===== src/hdl/unused_placeholder_none.sv =====
// intentionally empty design unit list
`timescale 1ns/1ps
`default_nettype none
`default_nettype wire


===== src/hdl/rps_pkg.sv =====
// constants, field layout and state codes of the rail power sequencer
package rps_pkg;
	// ------------------------------------------------------------
	// sizes
	// ------------------------------------------------------------
	localparam int N_RAIL = 12;
	localparam int N_GRP  = 6;
	localparam int N_PG   = 4;
	localparam int CFG_W  = 22;
	localparam int VC_W   = 15;
	localparam int PGC_W  = 19;
	localparam int GPO_W  = 10;
	localparam int SYNC_W = 22;
	localparam int TCK_W  = 17;
	// ------------------------------------------------------------
	// timing
	// ------------------------------------------------------------
	localparam int CLK_NS     = 10;
	localparam int MS_NS      = 1000000;
	localparam int MS_CYC     = MS_NS / CLK_NS;
	localparam int UV_DLY_NS  = 444;
	localparam int UV_DLY_CYC = UV_DLY_NS / CLK_NS;
	localparam int PG_TMO_MS  = 10;
	localparam int OTP_CYC    = 8;
	localparam logic [6:0] PGD1_MAX = 7'h0F;
	localparam logic [6:0] PGD3_MIN = 7'h05;
	localparam logic [6:0] PGD_MAX  = 7'h64;
	// ------------------------------------------------------------
	// register offsets
	// ------------------------------------------------------------
	localparam logic [7:0] A_RAIL_CFG = 8'h00;
	localparam logic [7:0] A_RAIL_VC  = 8'h10;
	localparam logic [7:0] A_PG_CFG   = 8'h20;
	localparam logic [7:0] A_GPO_CTL  = 8'h24;
	localparam logic [7:0] A_STATUS   = 8'h28;
	localparam logic [7:0] A_PG_STAT  = 8'h29;
	// ------------------------------------------------------------
	// field positions
	// ------------------------------------------------------------
	localparam int F_GRP   = 0;
	localparam int F_SRC   = 3;
	localparam int F_END   = 7;
	localparam int F_DIS   = 11;
	localparam int F_DECAY = 15;
	localparam int F_SLP   = 16;
	localparam int F_SWEN  = 18;
	localparam int F_SWOFF = 19;
	localparam int F_LOSS  = 20;
	localparam int F_TMO   = 21;
	localparam int F_SCODE = 8;
	localparam int F_PGDLY = 12;
	localparam int F_LVL   = 4;
	localparam int F_C3SLP = 8;
	localparam int F_C6SLP = 9;
	localparam int F_ST    = 12;
	localparam int F_CAUSE = 16;
	localparam int S_CTL   = 0;
	localparam int S_PG    = 6;
	localparam int S_SGOOD = 18;
	localparam int S_SLOW  = 19;
	localparam int S_TCRIT = 20;
	localparam int S_TCOOL = 21;
	localparam logic [3:0] SRC_NONE = 4'hF;
	localparam logic [1:0] SLP_C3   = 2'h1;
	localparam logic [1:0] SLP_C6   = 2'h2;
	localparam int CTL3 = 2;
	localparam int CTL6 = 5;
	// ------------------------------------------------------------
	// defaults loaded by the reload step
	// ------------------------------------------------------------
	localparam logic [CFG_W-1:0] CFG_RST = 22'h000078;
	localparam logic [VC_W-1:0]  VC_RST  = 15'h0000;
	localparam logic [PGC_W-1:0] PGC_RST = 19'h00000;
	localparam logic [GPO_W-1:0] GPO_RST = 10'h000;
	// ------------------------------------------------------------
	// modes and shutdown causes
	// ------------------------------------------------------------
	typedef enum logic [2:0] {
		ST_OFF     = 3'h0,
		ST_RELOAD  = 3'h1,
		ST_STANDBY = 3'h3,
		ST_ACTIVE  = 3'h2,
		ST_SHUT    = 3'h6,
		ST_WAIT    = 3'h7
	} rps_state_type;
	typedef enum logic [1:0] {
		C_NONE  = 2'h0,
		C_UV    = 2'h1,
		C_THERM = 2'h2,
		C_FAULT = 2'h3
	} rps_cause_type;
endpackage : rps_pkg


===== src/hdl/rps_rail_power_sequencer.sv =====
// rail enable sequencing, power-good outputs and shutdown supervision
`timescale 1ns/1ps
`default_nettype none
// Contract
// - power-good delay ranges per output
// - power-good output ANDs its member rails
// - general outputs drivable by software level
// - enable from pin, prior power good, software
// - software enable or disable overrides sequencing
// - six group pins, each rail joins at most one
// - sleep pins select sleep voltage code
// - wait all conditions, then enable delay
// - independent disable delay per rail
// - sleeping rail decays or slews per select
// - undervoltage drops outputs, rails off 44 cycles (440ns) later
// - shutdown selects 100 ohm discharge
// - thermal, power-good loss, timeout shut down
// - undervoltage waits supply, reloads, restarts
// - thermal waits cooling, reloads, restarts
// - fault disables, reloads, then restarts
// - off mode keeps every rail disabled
// - standby only after defaults are loaded
// - in standby or active, any rail enabled means active mode
// - voltage code write retargets rail
module rps_rail_power_sequencer #(
	parameter int MS_CYCLES = rps_pkg::MS_CYC
) (
	input  wire logic        clk_sys,
	input  wire logic        rst,
	input  wire logic        wr_en,
	input  wire logic        rd_en,
	input  wire logic [7:0]  addr,
	input  wire logic [31:0] wr_data,
	output logic      [31:0] rd_data,
	input  wire logic [5:0]  group_control_input,
	input  wire logic [11:0] rail_power_good,
	input  wire logic        supply_good,
	input  wire logic        supply_low,
	input  wire logic        temp_critical,
	input  wire logic        temp_cooled,
	output logic      [11:0] rail_enable,
	output logic [11:0][6:0] rail_voltage_code,
	output logic      [11:0] rail_decay_select,
	output logic             discharge_100ohm,
	output logic      [3:0]  general_output,
	output logic      [2:0]  device_mode,
	output logic             interface_ready
);
	// ------------------------------------------------------------
	// state
	// ------------------------------------------------------------
	localparam int UVD = rps_pkg::UV_DLY_CYC;
	localparam int NR  = rps_pkg::N_RAIL;
	localparam int NP  = rps_pkg::N_PG;
	typedef struct packed {
		rps_pkg::rps_state_type             st;
		rps_pkg::rps_cause_type             cause;
		logic [rps_pkg::SYNC_W-1:0]         sync1;
		logic [rps_pkg::SYNC_W-1:0]         sync2;
		logic [rps_pkg::TCK_W-1:0]          tcnt;
		logic                               tick;
		logic [6:0]                         wcnt;
		logic [NR-1:0][rps_pkg::CFG_W-1:0]  cfg;
		logic [NR-1:0][rps_pkg::VC_W-1:0]   vc;
		logic [NP-1:0][rps_pkg::PGC_W-1:0]  pgc;
		logic [rps_pkg::GPO_W-1:0]          gpo;
		logic [NR-1:0]                      en;
		logic [NR-1:0]                      pgh;
		logic [NR-1:0][3:0]                 rcnt;
		logic [NR-1:0][3:0]                 ocnt;
		logic [NP-1:0][6:0]                 pcnt;
		logic [NP-1:0]                      pgo;
		logic [NR-1:0][6:0]                 vout;
		logic [NR-1:0]                      dec;
		logic                               dis;
		logic [31:0]                        rdat;
	} rps_core_type;
	rps_core_type                state_ff;
	rps_core_type                nxt_state;
	logic [5:0]                  ctl;
	logic [NR-1:0]               pg;
	logic                        ready;
	logic                        act;
	logic [NR-1:0]               slp_v;
	logic [NP-1:0]               tree_v;
	logic                        flt;
	logic                        want;
	logic [3:0]                  dly;
	logic [6:0]                  pgd;
	logic [rps_pkg::CFG_W-1:0]   c;
	// ------------------------------------------------------------
	// helpers
	// ------------------------------------------------------------
	function automatic logic grp_ok(input logic [5:0] v,
		input logic [2:0] g);
		if (g == 3'h0)
			return 1'b1;
		if (g > 3'h6)
			return 1'b0;
		return v[g - 3'h1];
	endfunction : grp_ok
	function automatic logic src_ok(input logic [11:0] v,
		input logic [3:0] s);
		if (s == rps_pkg::SRC_NONE)
			return 1'b1;
		if (s > 4'hB)
			return 1'b0;
		return v[s];
	endfunction : src_ok
	// limits differ per output; out-of-range codes saturate
	function automatic logic [6:0] pg_clamp(input int k,
		input logic [6:0] d);
		if (k == 0 && d > rps_pkg::PGD1_MAX)
			return rps_pkg::PGD1_MAX;
		if (k == 2 && d < rps_pkg::PGD3_MIN)
			return rps_pkg::PGD3_MIN;
		if (d > rps_pkg::PGD_MAX)
			return rps_pkg::PGD_MAX;
		return d;
	endfunction : pg_clamp
	// ------------------------------------------------------------
	// next state
	// ------------------------------------------------------------
	assign ctl   = state_ff.sync2[rps_pkg::S_CTL +: 6];
	assign pg    = state_ff.sync2[rps_pkg::S_PG +: NR];
	assign act   = state_ff.st == rps_pkg::ST_ACTIVE;
	assign ready = act || state_ff.st == rps_pkg::ST_STANDBY;
	always_comb begin
		nxt_state = state_ff;
		slp_v = '0;
		tree_v = '0;
		flt = 1'b0;
		want = 1'b0;
		dly = 4'h0;
		pgd = 7'h00;
		c = '0;
		nxt_state.sync1 = {temp_cooled, temp_critical, supply_low,
			supply_good, rail_power_good, group_control_input};
		nxt_state.sync2 = state_ff.sync1;
		// millisecond timebase
		nxt_state.tick = 1'b0;
		nxt_state.tcnt = state_ff.tcnt + 1'b1;
		if (state_ff.tcnt == rps_pkg::TCK_W'(MS_CYCLES - 1)) begin
			nxt_state.tcnt = '0;
			nxt_state.tick = 1'b1;
		end
		// writes are taken only once defaults are in place
		if (wr_en && ready) begin
			for (int i = 0; i < NR; i++) begin
				if (addr == 8'(rps_pkg::A_RAIL_CFG + i))
					nxt_state.cfg[i] = wr_data[rps_pkg::CFG_W-1:0];
				if (addr == 8'(rps_pkg::A_RAIL_VC + i))
					nxt_state.vc[i] = wr_data[rps_pkg::VC_W-1:0];
			end
			for (int k = 0; k < NP; k++) begin
				if (addr == 8'(rps_pkg::A_PG_CFG + k))
					nxt_state.pgc[k] = wr_data[rps_pkg::PGC_W-1:0];
			end
			if (addr == rps_pkg::A_GPO_CTL)
				nxt_state.gpo = wr_data[rps_pkg::GPO_W-1:0];
		end
		// reads answer one cycle later, zero when unmapped
		nxt_state.rdat = '0;
		if (rd_en) begin
			for (int i = 0; i < NR; i++) begin
				if (addr == 8'(rps_pkg::A_RAIL_CFG + i))
					nxt_state.rdat = 32'(state_ff.cfg[i]);
				if (addr == 8'(rps_pkg::A_RAIL_VC + i))
					nxt_state.rdat = 32'(state_ff.vc[i]);
			end
			for (int k = 0; k < NP; k++) begin
				if (addr == 8'(rps_pkg::A_PG_CFG + k))
					nxt_state.rdat = 32'(state_ff.pgc[k]);
			end
			if (addr == rps_pkg::A_GPO_CTL)
				nxt_state.rdat = 32'(state_ff.gpo);
			if (addr == rps_pkg::A_STATUS) begin
				nxt_state.rdat[NR-1:0] = state_ff.en;
				nxt_state.rdat[rps_pkg::F_ST +: 3] = state_ff.st;
				nxt_state.rdat[rps_pkg::F_CAUSE +: 2] = state_ff.cause;
			end
			if (addr == rps_pkg::A_PG_STAT) begin
				nxt_state.rdat[NR-1:0] = pg;
				nxt_state.rdat[NR +: NP] = state_ff.pgo;
			end
		end
		// sleep pins are active low and only count when enabled
		for (int i = 0; i < NR; i++) begin
			c = state_ff.cfg[i];
			slp_v[i] = (c[rps_pkg::F_SLP +: 2] == rps_pkg::SLP_C3 &&
				state_ff.gpo[rps_pkg::F_C3SLP] && !ctl[rps_pkg::CTL3]) ||
				(c[rps_pkg::F_SLP +: 2] == rps_pkg::SLP_C6 &&
				state_ff.gpo[rps_pkg::F_C6SLP] && !ctl[rps_pkg::CTL6]);
			nxt_state.vout[i] = slp_v[i] ?
				state_ff.vc[i][rps_pkg::F_SCODE +: 7] :
				state_ff.vc[i][6:0];
			nxt_state.dec[i] = slp_v[i] && c[rps_pkg::F_DECAY];
		end
		for (int k = 0; k < NP; k++) begin
			tree_v[k] = &(pg | ~state_ff.pgc[k][NR-1:0]) &&
				|state_ff.pgc[k][NR-1:0];
		end
		if (!ready) begin
			nxt_state.rcnt = '0;
			nxt_state.ocnt = '0;
			nxt_state.pcnt = '0;
			nxt_state.pgo = '0;
		end
		case (state_ff.st)
			rps_pkg::ST_OFF: begin
				nxt_state.en = '0;
				nxt_state.wcnt = '0;
				if (state_ff.sync2[rps_pkg::S_SGOOD])
					nxt_state.st = rps_pkg::ST_RELOAD;
			end
			rps_pkg::ST_RELOAD: begin
				nxt_state.en = '0;
				nxt_state.dis = 1'b0;
				nxt_state.cfg = {NR{rps_pkg::CFG_RST}};
				nxt_state.vc = {NR{rps_pkg::VC_RST}};
				nxt_state.pgc = {NP{rps_pkg::PGC_RST}};
				nxt_state.gpo = rps_pkg::GPO_RST;
				nxt_state.wcnt = state_ff.wcnt + 1'b1;
				if (!state_ff.sync2[rps_pkg::S_SGOOD])
					nxt_state.st = rps_pkg::ST_OFF;
				else if (state_ff.wcnt == 7'(rps_pkg::OTP_CYC - 1))
					nxt_state.st = rps_pkg::ST_STANDBY;
			end
			rps_pkg::ST_STANDBY, rps_pkg::ST_ACTIVE: begin
				for (int i = 0; i < NR; i++) begin
					c = state_ff.cfg[i];
					want = !c[rps_pkg::F_SWOFF] && (c[rps_pkg::F_SWEN] ||
						((c[rps_pkg::F_GRP +: 3] != 3'h0 ||
						c[rps_pkg::F_SRC +: 4] != rps_pkg::SRC_NONE) &&
						grp_ok(ctl, c[rps_pkg::F_GRP +: 3]) &&
						src_ok(pg, c[rps_pkg::F_SRC +: 4])));
					dly = want ? c[rps_pkg::F_END +: 4] :
						c[rps_pkg::F_DIS +: 4];
					if (want != state_ff.en[i]) begin
						if (state_ff.rcnt[i] >= dly) begin
							nxt_state.en[i] = want;
							nxt_state.rcnt[i] = 4'h0;
						end else if (state_ff.tick)
							nxt_state.rcnt[i] = state_ff.rcnt[i] + 1'b1;
					end else
						nxt_state.rcnt[i] = 4'h0;
					// power-good timeout and loss, each optional
					if (state_ff.en[i] && !pg[i] && c[rps_pkg::F_TMO]) begin
						if (state_ff.ocnt[i] >= 4'(rps_pkg::PG_TMO_MS))
							flt = 1'b1;
						else if (state_ff.tick)
							nxt_state.ocnt[i] = state_ff.ocnt[i] + 1'b1;
					end else
						nxt_state.ocnt[i] = 4'h0;
					// loss only counts once the rail has shown good
					if (state_ff.en[i] && state_ff.pgh[i] && !pg[i] &&
						c[rps_pkg::F_LOSS])
						flt = 1'b1;
				end
				for (int k = 0; k < NP; k++) begin
					pgd = pg_clamp(k, state_ff.pgc[k][rps_pkg::F_PGDLY +: 7]);
					if (state_ff.gpo[k])
						nxt_state.pgo[k] = state_ff.gpo[rps_pkg::F_LVL + k];
					else if (tree_v[k]) begin
						if (!state_ff.pgo[k]) begin
							if (state_ff.pcnt[k] >= pgd)
								nxt_state.pgo[k] = 1'b1;
							else if (state_ff.tick)
								nxt_state.pcnt[k] = state_ff.pcnt[k] + 1'b1;
						end
					end else begin
						nxt_state.pgo[k] = 1'b0;
						nxt_state.pcnt[k] = 7'h00;
					end
				end
				nxt_state.wcnt = '0;
				if (state_ff.sync2[rps_pkg::S_SLOW]) begin
					nxt_state.st = rps_pkg::ST_SHUT;
					nxt_state.cause = rps_pkg::C_UV;
					nxt_state.pgo = '0;
				end else if (state_ff.sync2[rps_pkg::S_TCRIT]) begin
					nxt_state.st = rps_pkg::ST_SHUT;
					nxt_state.cause = rps_pkg::C_THERM;
					nxt_state.pgo = '0;
				end else if (flt) begin
					nxt_state.st = rps_pkg::ST_SHUT;
					nxt_state.cause = rps_pkg::C_FAULT;
					nxt_state.pgo = '0;
				end else if (|nxt_state.en)
					nxt_state.st = rps_pkg::ST_ACTIVE;
				else
					nxt_state.st = rps_pkg::ST_STANDBY;
			end
			rps_pkg::ST_SHUT: begin
				// rails keep running through the short hold-off
				nxt_state.wcnt = state_ff.wcnt + 1'b1;
				if (state_ff.wcnt == 7'(UVD - 1)) begin
					nxt_state.en = '0;
					nxt_state.dis = 1'b1;
					nxt_state.st = rps_pkg::ST_WAIT;
				end
			end
			rps_pkg::ST_WAIT: begin
				nxt_state.en = '0;
				nxt_state.wcnt = '0;
				if (state_ff.cause == rps_pkg::C_UV ||
					!state_ff.sync2[rps_pkg::S_SGOOD])
					nxt_state.st = rps_pkg::ST_OFF;
				else if (state_ff.cause == rps_pkg::C_FAULT)
					nxt_state.st = rps_pkg::ST_RELOAD;
				else if (state_ff.sync2[rps_pkg::S_TCOOL])
					nxt_state.st = rps_pkg::ST_RELOAD;
			end
			default: nxt_state.st = rps_pkg::ST_OFF;
		endcase
		nxt_state.pgh = state_ff.en & (state_ff.pgh | pg);
	end
	// ------------------------------------------------------------
	// registers and outputs
	// ------------------------------------------------------------
	always_ff @(posedge clk_sys) begin
		if (rst)
			state_ff <= '0;
		else
			state_ff <= nxt_state;
	end
	assign rd_data           = state_ff.rdat;
	assign rail_enable       = state_ff.en;
	assign rail_voltage_code = state_ff.vout;
	assign rail_decay_select = state_ff.dec;
	assign discharge_100ohm  = state_ff.dis;
	assign general_output    = state_ff.pgo;
	assign device_mode       = state_ff.st;
	assign interface_ready   = ready;
endmodule : rps_rail_power_sequencer
`default_nettype wire


===== config.mk =====
export PLATFORM = sky130hd
export DESIGN_NAME = rps_rail_power_sequencer
export DESIGN_NICKNAME = d
export VERILOG_FILES = /design/src/hdl/unused_placeholder_none.sv /design/src/hdl/rps_pkg.sv /design/src/hdl/rps_rail_power_sequencer.sv
export SDC_FILE = /design/constraint.sdc
export NUM_CORES = 2
export LEC_CHECK = 0
export BUFFER_PORTS_ARGS = -buffer_cell sky130_fd_sc_hd__buf_2
export CAP_MARGIN = 30
export CELL_PAD_IN_SITES_DETAIL_PLACEMENT = 1
export CELL_PAD_IN_SITES_GLOBAL_PLACEMENT = 1
export CORE_ASPECT_RATIO = 0.6
export CORE_MARGIN = 1
export CORE_UTILIZATION = 50
export CTS_CLUSTER_DIAMETER = 50
export DETAILED_ROUTE_END_ITERATION = 16
export PLACE_DENSITY_LB_ADDON = 0.25
export SLEW_MARGIN = 10
export SYNTH_ARGS = -nofsm -noshare
export SYNTH_HDL_FRONTEND = slang
export SYNTH_SLANG_ARGS = --single-unit
export TNS_END_PERCENT = 50

===== constraint.sdc =====
create_clock -name clk_sys -period 8.4 [get_ports clk_sys]
set_input_delay 0.84 -clock clk_sys [delete_from_list [all_inputs] [get_ports clk_sys]]
set_output_delay 0.84 -clock clk_sys [all_outputs]
set_load 0.05 [all_outputs]

Word level (Yosys, flattened, before mapping)
Index checks and enable logic that the tools add are counted.
Operators by class
  equal/unequal tests: 104
  mux-type cells: 612
  reduce and logical (&&, ||, !) cells: 333
  add/sub/neg operators: 42
  magnitude comparators: 82
  bitwise operators: 11
Operator list (number)
  $mux W515: 2
  $mux W22: 34
  $mux W1: 372
  $mux W4: 87
  $mux W7: 49
  $mux W128: 2
  $mux W15: 13
  $mux W19: 9
  $logic_and A1 B1 Y1: 161
  $add A4 B1 Y4 const B: 24
  $eq A8 B5 Y1 const B: 12
  $reduce_and A2 Y1: 44
  $lt A4 B5 Y1 const B: 12
  $or A12 B12 Y12: 5
  $reduce_or A12 Y1: 5
  $eq A8 B6 Y1 const B: 7
  $ne A4 B4 Y1 const B: 13
  $bmux W1 S4: 12
  $eq A4 B4 Y1 const B: 12
  $ge A4 B4 Y1: 12
  $ge A4 B4 Y1 const B: 12
  $gt A4 B4 Y1 const B: 12
  $lt A3 B4 Y1 const B: 12
  $not A12 Y12: 4
  other kinds (50): 257
Word-level totals
  word-level logic and storage cells: 1281
  bits of input ports: 66
  register bits: 885
  output and inout port bits: 149

Logic depth before layout (Yosys ltp)
  depth in word-level cells: 45
  mapped depth: 17
  gate-level depth less buffers: 17

Worst setup path before layout
No wires, ideal clock.
  path type: register to register
  start point: register state_ff[767] (netlist bit)
  end point: register state_ff (netlist bit device_mode[0])
  setup slack: 4.431 ns
  stages on the path, launching flop included: 17
  period minus slack after synthesis: 3.969 ns
  data arrival time: 3.882 ns
  buffers on the path: 0
  setup time: 0.087 ns
  required time: 8.313 ns
  path through: dfxtp_1 > inv_1 > ha_1 > mux4_2 > nand3_1 > a21boi_0 > o311ai_0 > a21oi_2 > mux2_2 > ha_1 > nand2b_1 > a21oi_1 > o21ai_0 > or2_2 > a2111oi_0 > o2111ai_1 > o31ai_1
Between the ends
  longest elaborated chain between the ends: 22
  elaborated cells between the ends (all ways): 32
  classes of those cells: add/sub: 1; order compare: 2; eq/ne: 1; mux: 20; reduce/logical: 8
Ends and longest elaborated chain
  start: declaration: line rps_rail_power_sequencer.sv:78  | rps_core_type state_ff;
  start signal: assignment: line rps_rail_power_sequencer.sv:325  | state_ff <= nxt_state;
  parallel branches: the longest is 7 deep, another holds $sub A3 B1 Y3
  $logic_and A1 B1 Y1 *: line rps_rail_power_sequencer.sv:234  | c[rps_pkg::F_SRC +: 4] != rps_pkg::SRC_NONE) &&
  $logic_and A1 B1 Y1 *: line rps_rail_power_sequencer.sv:235  | grp_ok(ctl, c[rps_pkg::F_GRP +: 3]) &&
  $logic_or A1 B1 Y1 *: line rps_rail_power_sequencer.sv:232  | want = !c[rps_pkg::F_SWOFF] && (c[rps_pkg::F_SWEN] ||
  $logic_and A1 B1 Y1 *: line rps_rail_power_sequencer.sv:232
  $mux W4: line rps_rail_power_sequencer.sv:237  | dly = want ? c[rps_pkg::F_END +: 4] :
  $ge A4 B4 Y1: line rps_rail_power_sequencer.sv:240  | if (state_ff.rcnt[i] >= dly) begin
  $mux W1: line rps_rail_power_sequencer.sv:240
  $mux W1 *: line rps_rail_power_sequencer.sv:239  | if (want != state_ff.en[i]) begin
  $mux W1 *: line rps_rail_power_sequencer.sv:209  | case (state_ff.st)
  $reduce_or A12 Y1 *: line rps_rail_power_sequencer.sv:289  | end else if (|nxt_state.en)
  $mux W1 *: line rps_rail_power_sequencer.sv:289
  $mux W3 *: line rps_rail_power_sequencer.sv:285  | end else if (flt) begin
  $mux W5 *: line rps_rail_power_sequencer.sv:281  | end else if (state_ff.sync2[rps_pkg::S_TCRIT]) begin
  $mux W5 *: line rps_rail_power_sequencer.sv:277  | if (state_ff.sync2[rps_pkg::S_SLOW]) begin
  $pmux W3 S5 *: line rps_rail_power_sequencer.sv:209
Every way passes the cells marked *. The select of a mux whose other input is x is not followed.
A chain may end at the register's enable or synchronous reset.

Worst setup path after layout
  start point: register state_ff[768] (netlist bit)
  end point: register state_ff (netlist bit device_mode[0])
Same word-level chain as after synthesis.

==> reports/qor_table.md <==
| Metric | Reported |
| --- | --- |
| Post-synthesis cell type count | 90 |
| Type of element launching the critical path | register |
| Post-detailed-route count of antenna-violating nets | 0 |
| Most Crowded Layer GR | met2 |
| Cell area power density | 187 nW/um^2 |
| Number of vias after detailed routing | 46400 |
| Total routing resource utilization after global routing | 44.4% |
| Sw frac | 26.4% |
| Cell count after synthesis | 5677 |
| Initial DRC Count | 7397 |
| Period utilisation layout | 70.3% |
| Number of flip-flops and latches in the synthesized netlist | 875 |
| Top-level port count | 215 |
| Global Route met3 Usage | 17.8% |
| Die width | 389 um |
| Internal power contribution | 6.79 mW |
| Netlist area before placement | 45000 um^2 |
| Total Power Consumption | 9.22 mW |
| Effective utilization at floorplan | 50.9% |
| Clock-pin slew of the registers on the worst-case setup and hold paths | 70 ps |
| Number of clock sinks seen by CTS | 875 |
| Post-CTS setup repair buffer count | 0 |
| Arr. time, crit path | 6520 ps |
| Pin count of the biggest net entering global routing | 217 |
| Cell with the most instances after synthesis | sky130_fd_sc_hd__nand2_1 |
| Final routed DRC violation total | 0 |
| Total core area | 88400 um^2 |
| Instance area after placement | 46000 um^2 |
| Fillers | 10700 |
| Final Max Tran Viols | 0 |
| Asr flop ratio synth | 0% |
| Setup-violating endpoint count in the final report | 0 |
| Final wirelength | 209 mm |
| Number of buffers created by CTS | 90 |
| Global-route met1 utilization | 58.1% |
| Max-capacitance violation count | 0 |
| Clock tree from TritonCTS | yes |
| Hold violation total from the final report | 0 |
| CP Class | reg2reg |
| Number of vias per cell after detailed routing | 6.78 |
| GPL Wtd Cong | 1.03 |
| Status | complete, no violations |
| Max Clock Skew | 28.3 ps |
| Slew margin rel. | 17.3% |
| Maximum clock insertion buffer count | 3 |
| Met2 global-route usage | 62.7% |
| Cell types with the largest area share after synthesis | sky130_fd_sc_hd__dfxtp_1 (39%), sky130_fd_sc_hd__nand2_1 (11%), sky130_fd_sc_hd__a21oi_1 (7.5%) |
| Sequential share of power | 45.8% |
| Global-route wire length before repair | 300 mm |
| Sort of element at the end of the critical path | register |
| Clock period minus worst slack | 5900 ps |
| End-of-flow core utilization | 55.8% |
| Maximum operating frequency | 0.169 GHz |
| Residual overflow from global routing | 0 |
| Required time of the critical path | 9020 ps |
| Core Rows | 84 |
| Post-cts hold buffer count | 0 |
| Cells resized by post-CTS repair | 0 |
| Peak supply drop | 0.000206 V |
| Via count of the first global-routing pass | 44800 |
| Number of flops mapped to enable cells by yosys | 0 |
| CTS root buffer | sky130_fd_sc_hd__clkbuf_16 |
| Full die area | 91300 um^2 |
| Post-synth top area cell | sky130_fd_sc_hd__dfxtp_1 |
| Worst min-delay path category | in2reg |
| Chip height | 234 um |
| Detail Placement HPWL | 143 mm |
| WL/cell | 30.6 um |
| Htree depth | 3 |
| Leak pwr | 17.8 nW |
| Finished Cell Area | 49300 um^2 |
| Unrepaired setup endpoints after global routing | false |
| Average footprint of a synthesized cell | 7.93 um^2 |
| Layout cell share with drive strength beyond 1 | 11.3% |
| Number of antenna violations at the first check in global routing | 12 |
| Net switching power | 2.44 mW |
| Proportion of power drawn by combinational gates | 6.9% |
| Number of warnings reported in the yosys synthesis log | 0 |
| Relative contribution of the clock network to total power | 47.3% |
| Port-buffer cells | 194 |
| Area fraction of the dominant cell type after synthesis | 38.9% |
| Worst-Skew Late Latency | 720 ps |
| Area overhead of the layout relative to synthesis | 9.60% |
| Slew at the pin closest to its max-slew limit | 1240 ps |
| Post-layout net count | 5782 |
| Pre-antenna DRT Iters | 8 |
| Sequential element share of the synthesized area | 38.9% |
| Cell types with the highest counts after synthesis | sky130_fd_sc_hd__nand2_1 (1266), sky130_fd_sc_hd__dfxtp_1 (875), sky130_fd_sc_hd__a21oi_1 (673) |
| Most used flip-flop cell after synthesis | sky130_fd_sc_hd__dfxtp_1 |
| Final TNS setup | 0 ps |
| Crit path max fanout | 6 |
==> per-layer routing <==
layer	vias to the layer above	share of wire, %
met5	-	0.039
li1	19400	-
met3	855	15
met1	22700	39
met4	10	6.0
met2	3457	40
==> power groups by stage <==
stage	logic [mW]	clock network (mW)	registers, mW
floorplan	0.356	0	4.29
global placement	0.567	0	4.31
detailed placement	0.578	0	4.32
CTS	0.582	4.36	4.22
global route	0.627	4.53	4.23
finish	0.633	4.37	4.22
==> state kept, by name, summed over array words and instances (netlist names) <==
| signal | cells |
|---|---|
| rail_decay_select | 12 |
| rail_enable | 12 |
| c | 22 |
| device_mode | 3 |
| discharge_100ohm | 1 |
| rd_data | 22 |
| general_output | 4 |
| nxt_state | 22 |
| state_ff | 675 |
| rail_voltage_code | 84 |
| pg | 12 |
| ctl | 6 |
==> logic make-up (layout without fill, tap and decap cells) <==
kind of cell | Yosys count | in the layout | share of synthesized area (%)
buf+inv | 691 | 637 | 7.16
compound gates | 1395 | 1395 | 19.0
mux | 247 | 247 | 6.98
flops | 875 | 875 | 38.9
xor+xnor | 88 | 88 | 1.71
simple gates | 2225 | 2225 | 21.9
fa+ha+maj | 154 | 154 | 4.28
other cells | 2 | 24 | 0.0167
==> cell usage in the layout, fill, tap and decap left out, types with 15 or more instances in the layout <==
cell type	instances
sky130_fd_sc_hd__nand2_1	1266
sky130_fd_sc_hd__dfxtp_1	874
sky130_fd_sc_hd__a21oi_1	667
sky130_fd_sc_hd__nor2_1	401
sky130_fd_sc_hd__buf_2	194
sky130_fd_sc_hd__mux2i_1	161
sky130_fd_sc_hd__ha_1	154
sky130_fd_sc_hd__o21ai_0	138
sky130_fd_sc_hd__inv_1	135
sky130_fd_sc_hd__buf_4	126
sky130_fd_sc_hd__a31oi_1	97
sky130_fd_sc_hd__nand3_1	96
sky130_fd_sc_hd__clkbuf_16	93
sky130_fd_sc_hd__nor2b_1	72
sky130_fd_sc_hd__o22ai_1	59
sky130_fd_sc_hd__nand2b_1	54
sky130_fd_sc_hd__a21o_1	53
sky130_fd_sc_hd__a22oi_1	53
sky130_fd_sc_hd__mux4_2	50
sky130_fd_sc_hd__nand4_1	49
sky130_fd_sc_hd__nor3_1	49
sky130_fd_sc_hd__o211ai_1	48
sky130_fd_sc_hd__xor2_1	46
sky130_fd_sc_hd__nor3b_1	44
sky130_fd_sc_hd__xnor2_1	42
sky130_fd_sc_hd__mux2_2	36
sky130_fd_sc_hd__a221oi_1	34
sky130_fd_sc_hd__a211oi_1	31
sky130_fd_sc_hd__or3_1	25
sky130_fd_sc_hd__and3_1	25
sky130_fd_sc_hd__a22o_1	25
sky130_fd_sc_hd__nand3b_1	24
sky130_fd_sc_hd__o31ai_1	22
sky130_fd_sc_hd__o221ai_1	20
sky130_fd_sc_hd__and2_1	19
sky130_fd_sc_hd__clkbuf_8	19
sky130_fd_sc_hd__nor4_1	18
sky130_fd_sc_hd__a2111oi_0	15
==> critical path: stages, from the launching register on <==
cell and delay, ps:
sky130_fd_sc_hd__dfxtp_1 540, sky130_fd_sc_hd__inv_1 120, sky130_fd_sc_hd__ha_1 340, sky130_fd_sc_hd__mux4_2 340, sky130_fd_sc_hd__nand3_1 110, sky130_fd_sc_hd__a21boi_0 80
sky130_fd_sc_hd__o311ai_0 920, sky130_fd_sc_hd__a21oi_2 390, sky130_fd_sc_hd__mux2_2 410, sky130_fd_sc_hd__ha_1 290, sky130_fd_sc_hd__nand2b_1 90, sky130_fd_sc_hd__a21oi_1 60
sky130_fd_sc_hd__o21ai_0 650, sky130_fd_sc_hd__o21ai_0 240, sky130_fd_sc_hd__a2111oi_0 620, sky130_fd_sc_hd__o2111ai_1 300, sky130_fd_sc_hd__o31ai_1 300
==> worst paths after layout <==
path | from | to | slack [ps] | cells past startpoint
setup / recovery | state_ff[768] | device_mode[0] | 2500 | 16
hold / removal | rail_power_good[5] | nxt_state[847] | 330 | 2
setup reg to reg | state_ff[768] | device_mode[0] | 2500 | 16
hold reg to reg | nxt_state[854] | state_ff[854] | 440 | 1
==> cell type report <==
cell class / count / area (um^2) / area share (%)
sequential: 875 / 17500 / 35.5
clock buffer: 122 / 2620 / 5.30
timing repair buffer: 336 / 2210 / 4.48
inverter: 137 / 514 / 1.04
tap: 1204 / 1510 / 3.05
multi-input combinational: 4122 / 24400 / 49.5
clock inverter: 42 / 524 / 1.06
antenna: 11 / 27.5 / 0.0558
==> stage by stage <==
step,std cells,worst slack (ps),hold slack (ps)
finish,6849,2500,327
global route,6838,2470,336
CTS,6822,2810,317
detailed placement,6658,2930,429
global placement,6649,3110,417
floorplan,5688,4430,414
Note: power is estimated with default switching activity, not from simulation.
